## config.mk

```make
export PLATFORM = sky130hd
export DESIGN_NAME = iarr_remap
export DESIGN_NICKNAME = d
export VERILOG_FILES = /design/src/iarr_pkg.sv /design/src/iarr_regs_if.sv /design/src/iarr_port_regs.sv /design/src/iarr_remap.sv
export SDC_FILE = /design/constraint.sdc
export NUM_CORES = 1
export LEC_CHECK = 0
export BUFFER_PORTS_ARGS = -buffer_cell sky130_fd_sc_hd__buf_4
export CORE_MARGIN = 2
export CORE_UTILIZATION = 41
export CTS_CLUSTER_DIAMETER = 40
export CTS_CLUSTER_SIZE = 24
export DETAILED_ROUTE_END_ITERATION = 7
export GPL_TIMING_DRIVEN = 0
export PLACE_DENSITY = 0.61
export SLEW_MARGIN = 20
export SYNTH_ARGS = -nofsm -noshare
export SYNTH_HDL_FRONTEND = slang
export SYNTH_HIERARCHICAL = 1
export SYNTH_SLANG_ARGS = --single-unit
```

## constraint.sdc

```tcl
create_clock -name clock -period 1.95 [get_ports clock]
set_input_delay 0.39 -clock clock [delete_from_list [all_inputs] [get_ports clock]]
set_output_delay 0.39 -clock clock [all_outputs]
set_load 0.02 [all_outputs]
```

## src/iarr_pkg.sv

```systemverilog
// Purpose: constants and types for the remote alias remap block
// Assumes: byte-wide register port, two receive ports
// Notes: offsets are byte addresses on the local register port
package iarr_pkg;
    localparam int unsigned IARR_NUM_PORTS = 2;
    localparam int unsigned IARR_NUM_PERIPH = 3;
    localparam int unsigned IARR_PORT_W = 1;
    localparam logic [7:0] IARR_PORT_SEL_OFFSET = 8'h4c;
    localparam logic [7:0] IARR_ALIAS_OFFSET = 8'h5c;
    localparam logic [7:0] IARR_PERIPH0_OFFSET = 8'h5d;
    localparam logic [7:0] IARR_PERIPH1_OFFSET = 8'h5e;
    localparam logic [7:0] IARR_PERIPH2_OFFSET = 8'h5f;
    localparam int unsigned IARR_ADDR_MSB = 7;
    localparam int unsigned IARR_ADDR_LSB = 1;
    localparam int unsigned IARR_AUTO_ACK_BIT = 0;
    localparam logic [7:0] IARR_ALIAS_RESET = 8'h00;
    localparam logic [7:0] IARR_PERIPH_RESET = 8'h00;
    localparam logic [7:0] IARR_PORT_SEL_RESET = 8'h00;
    localparam logic [6:0] IARR_ALIAS_OFF = 7'h00;
    // per-peripheral alias addresses live outside this block
    typedef logic [6:0] iarr_addr_t;
endpackage : iarr_pkg

```

## src/iarr_regs_if.sv

```systemverilog
// Purpose: carrier between remap core and register memory
// Assumes: single clock
// Notes: one write port, one registered read port
`timescale 1ns/10ps
interface iarr_regs_if;
    logic wr_en;
    logic [iarr_pkg::IARR_PORT_W-1:0] wr_port;
    logic [1:0] wr_idx;
    logic [7:0] wr_data;
    logic [iarr_pkg::IARR_PORT_W-1:0] rd_port;
    logic [1:0] rd_idx;
    logic [7:0] rd_data;
    logic [7:0] cfg [iarr_pkg::IARR_NUM_PORTS][4];
    modport core (output wr_en, wr_port, wr_idx, wr_data, rd_port, rd_idx,
        input rd_data, cfg);
    modport mem (input wr_en, wr_port, wr_idx, wr_data, rd_port, rd_idx,
        output rd_data, cfg);
endinterface : iarr_regs_if

```

## src/iarr_port_regs.sv

```systemverilog
// Purpose: per-receive-port copies of alias and peripheral registers
// Assumes: index 0 is the bridge alias, 1..3 peripheral entries
// Notes: read data comes from a register
`timescale 1ns/10ps
module iarr_port_regs (
    // clock and reset
    input wire logic clock,
    input wire logic resetn,
    // core side
    iarr_regs_if.mem regs
);
    import iarr_pkg::*;

    logic [7:0] mem_q [IARR_NUM_PORTS][4];

    // ---------------------------------------------------------------
    // storage
    // ---------------------------------------------------------------
    always_ff @(posedge clock or negedge resetn) begin
        if (!resetn) begin
            for (int p = 0; p < IARR_NUM_PORTS; p++) begin
                mem_q[p][0] <= IARR_ALIAS_RESET;
                for (int i = 1; i < 4; i++) begin
                    mem_q[p][i] <= IARR_PERIPH_RESET;
                end
            end
        end else if (regs.wr_en) begin
            if (regs.wr_idx == 2'h0) begin
                mem_q[regs.wr_port][0] <= regs.wr_data;
            end else begin
                // reserved low bit held at zero
                mem_q[regs.wr_port][regs.wr_idx] <= {regs.wr_data[7:1], 1'b0};
            end
        end
    end

    always_ff @(posedge clock or negedge resetn) begin
        if (!resetn) begin
            regs.rd_data <= 8'h00;
        end else begin
            regs.rd_data <= mem_q[regs.rd_port][regs.rd_idx];
        end
    end

    assign regs.cfg = mem_q;
endmodule : iarr_port_regs

```

## src/iarr_remap.sv

```systemverilog
// Purpose: alias decode and address remap toward the control channel
// Assumes: local I2C front end presents one address byte per request
// Notes: remapped address goes out registered, one cycle after request
`timescale 1ns/10ps

// Behaviour
// - bridge alias sits in bits 7:1; matching addresses head remote
// - bridge alias match rewrites address to the peripheral entry address
// - zero alias disables all remote decode through it
// - auto-acknowledge bit 0 acks every remote write when set
// - each peripheral entry holds 7-bit physical address in bits 7:1
// - peripheral alias n remaps to entry n, then crosses control channel
// - registers exist per receive port; port select 0x4c chooses copy
module iarr_remap (
    // clock and reset
    input wire logic clock,
    input wire logic resetn,
    // local register port
    input wire logic reg_wr,
    input wire logic reg_rd,
    input wire logic [7:0] reg_addr,
    input wire logic [7:0] reg_wdata,
    output logic [7:0] reg_rdata,
    output logic reg_rvalid,
    // local i2c address decode request
    input wire logic req_valid,
    input wire logic [iarr_pkg::IARR_PORT_W-1:0] req_port,
    input wire logic [6:0] req_addr,
    input wire logic req_write,
    // aliases of peripheral entries, from outside registers
    input wire logic [6:0] periph_alias_0,
    input wire logic [6:0] periph_alias_1,
    input wire logic [6:0] periph_alias_2,
    // toward side control channel
    output logic fwd_valid,
    output logic [6:0] fwd_addr,
    output logic [iarr_pkg::IARR_PORT_W-1:0] fwd_port,
    output logic fwd_auto_ack,
    output logic fwd_miss
);
    import iarr_pkg::*;

    iarr_regs_if regs ();
    logic [7:0] port_sel;
    logic rd_pending;
    logic rd_local;
    logic [1:0] next_idx;
    logic idx_hit;
    logic [7:0] sel_shadow;
    logic sel_read;
    logic [7:0] alias_reg;
    logic bridge_hit;
    logic hit;
    logic [6:0] next_addr;

    iarr_port_regs u_regs (
        .clock(clock),
        .resetn(resetn),
        .regs(regs)
    );

    // ---------------------------------------------------------------
    // register decode
    // ---------------------------------------------------------------
    function automatic logic [2:0] reg_index(input logic [7:0] a);
        unique case (a)
            IARR_ALIAS_OFFSET: reg_index = 3'b100;
            IARR_PERIPH0_OFFSET: reg_index = 3'b101;
            IARR_PERIPH1_OFFSET: reg_index = 3'b110;
            IARR_PERIPH2_OFFSET: reg_index = 3'b111;
            default: reg_index = 3'b000;
        endcase
    endfunction : reg_index

    // physical address field of an entry; bit 0 is reserved
    function automatic iarr_addr_t phys_field(input logic [7:0] r);
        phys_field = r[IARR_ADDR_MSB:IARR_ADDR_LSB];
    endfunction : phys_field

    always_comb begin
        {idx_hit, next_idx} = reg_index(reg_addr);
    end

    // ---------------------------------------------------------------
    // port select
    // ---------------------------------------------------------------
    // only the low bit steers, the full byte reads back

    always_ff @(posedge clock or negedge resetn) begin
        if (!resetn) begin
            port_sel <= IARR_PORT_SEL_RESET;
        end else if (reg_wr && reg_addr == IARR_PORT_SEL_OFFSET) begin
            port_sel <= reg_wdata;
        end
    end

    // port select picks which copy the register port reaches
    assign regs.wr_en = reg_wr && idx_hit;
    assign regs.wr_port = port_sel[IARR_PORT_W-1:0];
    assign regs.wr_idx = next_idx;
    // entries keep bit 0 clear so it always reads back as zero
    assign regs.wr_data = (next_idx == 2'h0) ? reg_wdata :
        {phys_field(reg_wdata), 1'b0};
    assign regs.rd_port = port_sel[IARR_PORT_W-1:0];
    assign regs.rd_idx = next_idx;

    // ---------------------------------------------------------------
    // read path: two cycles from strobe to data
    // ---------------------------------------------------------------
    always_ff @(posedge clock or negedge resetn) begin
        if (!resetn) begin
            rd_pending <= 1'b0;
        end else begin
            rd_pending <= reg_rd;
        end
    end

    // marks a read that the register memory answers
    always_ff @(posedge clock or negedge resetn) begin
        if (!resetn) begin
            rd_local <= 1'b0;
        end else begin
            rd_local <= reg_rd && idx_hit;
        end
    end

    // unmapped reads return zero; port select reads back through its shadow copy
    always_ff @(posedge clock or negedge resetn) begin
        if (!resetn) begin
            reg_rvalid <= 1'b0;
        end else begin
            reg_rvalid <= rd_pending;
        end
    end

    // port select copy taken with the read, answered next cycle
    always_ff @(posedge clock or negedge resetn) begin
        if (!resetn) begin
            sel_shadow <= 8'h00;
            sel_read <= 1'b0;
        end else begin
            sel_shadow <= port_sel;
            sel_read <= reg_rd && reg_addr == IARR_PORT_SEL_OFFSET;
        end
    end

    always_ff @(posedge clock or negedge resetn) begin
        if (!resetn) begin
            reg_rdata <= 8'h00;
        end else if (rd_local) begin
            reg_rdata <= regs.rd_data;
        end else if (sel_read) begin
            reg_rdata <= sel_shadow;
        end else begin
            reg_rdata <= 8'h00;
        end
    end

    // ---------------------------------------------------------------
    // alias match and remap
    // ---------------------------------------------------------------
    always_comb begin
        alias_reg = regs.cfg[req_port][0];
        // zero alias never matches
        bridge_hit = phys_field(alias_reg) != IARR_ALIAS_OFF &&
            req_addr == phys_field(alias_reg);
    end

    // bridge alias wins over a peripheral alias of the same value
    always_comb begin
        hit = 1'b1;
        next_addr = req_addr;
        if (bridge_hit) begin
            // bridge alias takes entry 0's physical address
            next_addr = phys_field(regs.cfg[req_port][1]);
        end else if (req_addr == periph_alias_0) begin
            next_addr = phys_field(regs.cfg[req_port][1]);
        end else if (req_addr == periph_alias_1) begin
            next_addr = phys_field(regs.cfg[req_port][2]);
        end else if (req_addr == periph_alias_2) begin
            next_addr = phys_field(regs.cfg[req_port][3]);
        end else begin
            hit = 1'b0;
        end
    end

    // ---------------------------------------------------------------
    // forward outputs
    // ---------------------------------------------------------------
    // exactly one of valid or miss pulses for each request
    always_ff @(posedge clock or negedge resetn) begin
        if (!resetn) begin
            fwd_valid <= 1'b0;
            fwd_miss <= 1'b0;
        end else begin
            fwd_valid <= req_valid && hit;
            fwd_miss <= req_valid && !hit;
        end
    end

    // address and port hold until the next request
    always_ff @(posedge clock or negedge resetn) begin
        if (!resetn) begin
            fwd_addr <= 7'h00;
            fwd_port <= '0;
        end else if (req_valid) begin
            fwd_addr <= next_addr;
            fwd_port <= req_port;
        end
    end

    always_ff @(posedge clock or negedge resetn) begin
        if (!resetn) begin
            fwd_auto_ack <= 1'b0;
        end else if (req_valid) begin
            // ack regardless of link lock or remote answer
            fwd_auto_ack <= hit && req_write &&
                alias_reg[IARR_AUTO_ACK_BIT];
        end
    end
endmodule : iarr_remap

```

==> qor.yml, run 1 <==
run_status:
  status: "finished, violations left"
  violations: "setup timing"
global_route:
  grt_use_total_pct: 18.7
  grt_max_degree: 106
  grt_pass1_vias: 3569
  antenna_found_initial: 0
  grt_pass1_wl_mm: 19.8
  overflow: 0
power_and_ir_drop:
  pwr-share-seq_pct: 49.6
  p_total_mw: 4.67
  power.switching_mw: 1.22
  pwr-share-comb_pct: 12.6
  swShare_pct: 26.1
  peakVddDrop_v: 0.000538
  p_int_mw: 3.45
  power-per-cell-area_mw_per_mm2: 722
  p_leak_nw: 3.10
  p_clk_share_pct: 37.8
sta:
  finalClockSkew_ns: 0.00890
  fmaxAchievable_mhz: 476
  slew_headroom_pct: 36.6
  fin_crit_sh_pct: 108
  layout_setup_ws_ns: -0.151
  period_needed_ns: 2.10
  finalSetupViolations: 10
  maxSlewViolCount: 0
  worst_slew_pin_slew_ns: 0.951
  hold_violations: 0
  rsz0062_at_grt: "true"
clock_tree:
  clk_path_buf_depth: 2
  clk_pin_slew_worst_paths_ns: 0.07
  cts.sinks: 105
  cts_tree: "done"
  clock_latency_ns: 0.36
  cts_hold_buffers: 0
  cts-root-buf: "clkbuf_16"
  cts_made_buffers: 9
  ctsHtreeMaxLevel: 3
detailed_routing:
  drtIter0Drc: 274
  routed_via_density: 5.35
  ant_nets: 0
  drt-pass1-iter-count: 4
  drc: 0
  vias: 3423
  routed_wl_mm: 12.4
  wl_per_cell_microns: 19.5
critical_path:
  worstSetupEndpointType: "register"
  cp_max_fo: 5
  timing.critical_path.arrival_ns: 2.33
  crit_type: "register to register"
  cp.required_ns: 2.18
  setup.worst_path.start_class: "register"
die:
  coreArea_sq_mm: 0.0127
  boundaryPins: 71
  die_h_microns: 118
  die_w_microns: 118
  dieArea_sq_mm: 0.0139
  row_count: 41
  initial_utilization_pct: 42.0
final_layout:
  diodes: 0
  final_nets: 514
  utilization_pct: 51.1
  drive_gt1_share_pct: 48.5
  area_delta_synth_final_pct: 21.6
run:
  cap_violations: 0
logic_synthesis:
  syn_inst: 379
  synth_area_sq_mm: 0.00532
  syn_area_per_cell_sq_um: 14.0
  synth_fp_nets: 430
  yosys_warnings: 6
placed_design:
  dpl.hpwl_mm: 8.99
  port_buffers: 63
  place.gp.congestion: 0.804
min_path:
  hold_path_class: "input port to async pin"
sequential cells by signal, indices dropped and copies added, names as in the netlist:
signal,count
u_regs/regs.rd_data,8
fwd_addr,7
u_regs/regs.cfg,58
port_sel,8
sel_read,1
rd_pending,1
sel_shadow,8
fwd_miss,1
reg_rvalid,1
fwd_port,1
fwd_valid,1
rd_local,1
reg_rdata,8
fwd_auto_ack,1
worst paths after layout:
path | to | slack (ns) | depth (start not counted) | from
max | fwd_addr[0] | -0.15 | 7 | u_regs/regs.cfg[59]
min | reg_rdata[0] | 0.13 | 1 | resetn
max reg2reg | fwd_addr[0] | -0.15 | 7 | u_regs/regs.cfg[59]
min reg2reg | reg_rvalid | 0.35 | 0 | rd_pending
max in group asynchronous | u_regs/regs.cfg[29] | 1.16 | 1 | resetn
min in group clock | rd_pending | 0.16 | 1 | reg_rd
worst max-delay path: stages (launching register included):
cell     delay, ns
dfrtp_1       0.39
or4_4         0.55
o41ai_4       0.23
o31ai_2       0.11
a31oi_4       0.27
buf_6         0.18
o221a_2       0.19
o31ai_2       0.06
layer usage:
metal | track usage (%) | share of wire [%]
met3 | 5.14 | 4.5
met1 | 24.3 | 44
met2 | 30.7 | 49
met4 | 5.57 | 1.6
met5 | 0 | 0
cells in the final DEF (no fill, tap or decap), types with 2 or more instances in the layout:
cell,instances
dfrtp_1,105
mux2_2,81
buf_4,74
xnor2_1,20
mux2i_1,15
nor2_1,14
mux4_1,14
nand2_1,12
buf_2,9
clkbuf_16,9
a22o_1,8
o31ai_2,8
xor2_1,7
o31ai_1,7
o221a_2,7
nor2b_1,6
buf_6,6
inv_1,5
nand4_1,4
a211oi_1,4
clkbuf_1,3
nor4_1,3
clkbuf_8,3
a211oi_2,3
inv_8,3
nand4b_1,3
nor3_1,2
and2b_2,2
buf_12,2
nor4bb_1,2
metrics by stage:
step           setup WS, ns  hold slack, ns  cells  instance area [sq um]  TNS, ns
2_1_floorplan       -0.0109          0.0944    379                   5350  -0.0627
3_3_place_gp         -0.638           0.333    614                   6040   -26.78
3_5_place_dp         -0.674           0.336    614                   6040   -28.42
4_1_cts              -0.112           0.141    637                   6420   -0.922
5_1_grt              -0.214           0.138    640                   6470    -1.96
6_report             -0.151           0.134    640                   6470    -1.27
power groups by stage:
stage / Combinational (mW) / Sequential, mW / Clock, mW
final: 0.588 / 2.31 / 1.77
after global routing: 0.637 / 2.33 / 1.90
after CTS: 0.591 / 2.31 / 1.82
after detailed placement: 0.568 / 2.36 / 0
after global placement: 0.560 / 2.36 / 0
after floorplan: 0.301 / 2.36 / 0
cell type report:
cell class	count	area (sq um)
Tap cell	172	215
Clock inverter	6	58.8
Fill cell	1126	6200
Buffer	27	211
Timing Repair Buffer	73	572
Sequential cell	105	2630
Multi-Input combinational cell	242	2540
Clock buffer	10	229
Inverter	5	18.8
what timing repair did:
item | CTS | global route
cloned | 1 | 0
endpoints found under the setup margin | 42 | 47
gates resized for setup | 6 | 12
pin swaps | 3 | 4
hold endpoints to repair | 0 | 0
setup buffers | 6 | 3
Power figures use the tool's default switching activity.
==> run 2, diff against run 1 <==
--- a/config.mk
+++ b/config.mk
@@ -6,13 +6,16 @@
 export NUM_CORES = 1
 export LEC_CHECK = 0
 export BUFFER_PORTS_ARGS = -buffer_cell sky130_fd_sc_hd__buf_4
+export CELL_PAD_IN_SITES_DETAIL_PLACEMENT = 0
+export CELL_PAD_IN_SITES_GLOBAL_PLACEMENT = 1
 export CORE_MARGIN = 2
 export CORE_UTILIZATION = 41
 export CTS_CLUSTER_DIAMETER = 40
 export CTS_CLUSTER_SIZE = 24
 export DETAILED_ROUTE_END_ITERATION = 7
 export GPL_TIMING_DRIVEN = 0
-export PLACE_DENSITY = 0.61
+export PLACE_DENSITY = 0.72
+export SETUP_SLACK_MARGIN = 0.15
 export SLEW_MARGIN = 20
 export SYNTH_ARGS = -nofsm -noshare
 export SYNTH_HDL_FRONTEND = slang
==> qor.yml, run 2 (synthesis gave the netlist of run 1 again) <==
run_status:
  status: "finished, violations left"  # unchanged
  violations: "setup timing"  # unchanged
final_layout:
  area_delta_synth_final_pct: 27.0  # was 21.6%
  diodes: 0  # unchanged
  largest_reg_flops: 58  # unchanged
  final_nets: 520  # was 514
  layout_common_cells: "dfrtp_1 (105), buf_4 (76), mux2_2 (51)"  # was dfrtp_1 (105), mux2_2 (81), buf_4 (74)
  fill_cells: 1081  # was 1126
  drive_gt1_share_pct: 51.1  # was 48.5%
  utilization_pct: 53.4  # was 51.1%
  final_common_cell: "dfrtp_1"  # unchanged
detailed_routing:
  wl_per_cell_microns: 20.0  # was 19.5 microns
  ant_nets: 0  # unchanged
  drc: 0  # unchanged
  drtIter0Drc: 241  # was 274
  vias: 3487  # was 3423
  drt-pass1-iter-count: 4  # unchanged
  routed_via_density: 5.40  # was 5.35
  routed_wl_mm: 12.9  # was 12.4 mm
critical_path:
  cp_slowest_cell: "or4_4"  # unchanged
  crit_type: "register to register"  # unchanged
  cpPeakStageDelay_ns: 0.56  # was 0.55 ns
  reg2reg_from: "u_regs/regs.cfg[59]"  # unchanged
  cp_max_fo: 5  # unchanged
  path_common_cell: "o31ai_2"  # unchanged
  cp_cell_sequence: "or4_4 -> o41ai_4 -> o31ai_2 -> a31oi_4 -> buf_6 -> o221a_2 -> o31ai_2"  # unchanged
  setup.worst_path.start_class: "register"  # unchanged
  timing.critical_path.arrival_ns: 2.36  # was 2.33 ns
  setup.worst_path.start: "u_regs/regs.cfg[59]"  # unchanged
  cp.required_ns: 2.18  # about the same
  worstSetupEndpointType: "register"  # unchanged
  reg2reg_depth: 7  # unchanged
power_and_ir_drop:
  p_total_mw: 4.81  # was 4.67 mW
  p_leak_nw: 3.20  # was 3.10 nW
  peakVddDrop_v: 0.000613  # was 0.000538 V
  power-per-cell-area_mw_per_mm2: 712  # was 722 mW/mm^2
die:
  row_count: 41  # unchanged
  boundaryPins: 71  # unchanged
  die_h_microns: 118  # unchanged
  initial_utilization_pct: 42.0  # unchanged
  coreArea_sq_mm: 0.0127  # unchanged
  die_w_microns: 118  # unchanged
  dieArea_sq_mm: 0.0139  # unchanged
clock_tree:
  clock_latency_ns: 0.36  # about the same
  cts-root-buf: "clkbuf_16"  # unchanged
  clk_pin_slew_worst_paths_ns: 0.07  # about the same
  cts_tree: "done"  # unchanged
  ctsHtreeMaxLevel: 3  # unchanged
  cts_hold_buffers: 0  # unchanged
  clk_path_buf_depth: 2  # unchanged
  cts_made_buffers: 9  # unchanged
  cts.sinks: 105  # unchanged
min_path:
  hold_path_class: "input port to async pin"  # unchanged
placed_design:
  port_buffers: 63  # unchanged
  place.gp.congestion: 0.811  # was 0.804
  dpl_worst_slack_ns: -0.475  # was -0.674 ns
  dpl.hpwl_mm: 9.09  # was 8.99 mm
sta:
  finalClockSkew_ns: 0.0101  # was 0.00890 ns
  hold_violations: 0  # unchanged
  maxSlewViolCount: 0  # unchanged
  setup_tns_ns: -1.43  # was -1.27 ns
  worst_slew_pin_slew_ns: 0.951  # about the same
  period_needed_ns: 2.12  # was 2.10 ns
  fmaxAchievable_mhz: 471  # was 476 MHz
  rsz0062_at_grt: "true"  # unchanged
  fin_crit_sh_pct: 109  # was 108%
  finalSetupViolations: 10  # unchanged
  layout_setup_ws_ns: -0.175  # was -0.151 ns
  slew_headroom_pct: 36.6  # about the same
  hold_slack_ns: 0.112  # was 0.134 ns
global_route:
  antenna_found_initial: 0  # unchanged
  grt_pass1_wl_mm: 20.1  # was 19.8 mm
  grt_pass1_vias: 3574  # was 3569
  overflow: 0  # unchanged
  grt_use_total_pct: 19.0  # was 18.7%
  grt_max_degree: 106  # unchanged
run:
  cap_violations: 0  # unchanged
-- run 2: layout make-up --
type | instances | area, sq um | area share, %
clock inverters | 6 | 70.1 | 1.04
plain buffers | 26 | 233 | 3.44
clock buffers | 10 | 239 | 3.54
flip-flops and latches | 105 | 2630 | 38.9
inverters | 5 | 18.8 | 0.278
well taps | 172 | 215 | 3.18
multi-input cells | 242 | 2720 | 40.2
repair buffers | 80 | 639 | 9.46
-- run 2: critical path: cells and delay by family, from the launching register on --
kind,cells,cell delay (ns)
buffers and inverters,1,0.16
AND/OR/NAND/NOR,1,0.56
flip-flops,1,0.42
AO/OA/AOI/OAI,5,0.87
-- run 2: report_power, final --
part | switching, mW | internal (mW) | leakage, nW
clock network | 0.848 | 1.05 | 0.154
registers | 0.0551 | 2.26 | 1.43
logic | 0.303 | 0.301 | 1.61
-- run 2: metrics by stage --
| stage | std cells | instance area, sq um |
|---|---|---|
| floorplan | 379 | 5490 |
| global placement | 614 | 6180 |
| detailed placement | 614 | 6180 |
| CTS | 641 | 6640 |
| global route | 646 | 6760 |
| finish | 646 | 6760 |
-- run 2: timing repair --
action	in CTS	in global routing
cloned	1	0
gates resized for setup	10	26
pin swaps	6	7
setup endpoints to repair	60	41
setup buffers	10	6
-- run 2: path summary, 6_finish.rpt --
check	end	slack, ns
min reg2reg	reg_rvalid	0.36
max reg2reg	fwd_addr[4]	-0.17
min in group clock	rd_pending	0.15
max in group asynchronous	u_regs/regs.cfg[29]	1.16
min	reg_rdata[3]	0.11
max	fwd_addr[4]	-0.17
-- run 2: per-layer routing --
metal	wire length, microns	share of wire [%]	global-route usage (%)
met1	5830	45	25.6
met2	6380	49	31.5
met3	562	4.4	4.60
met4	147	1.1	3.39
met5	0	0	0
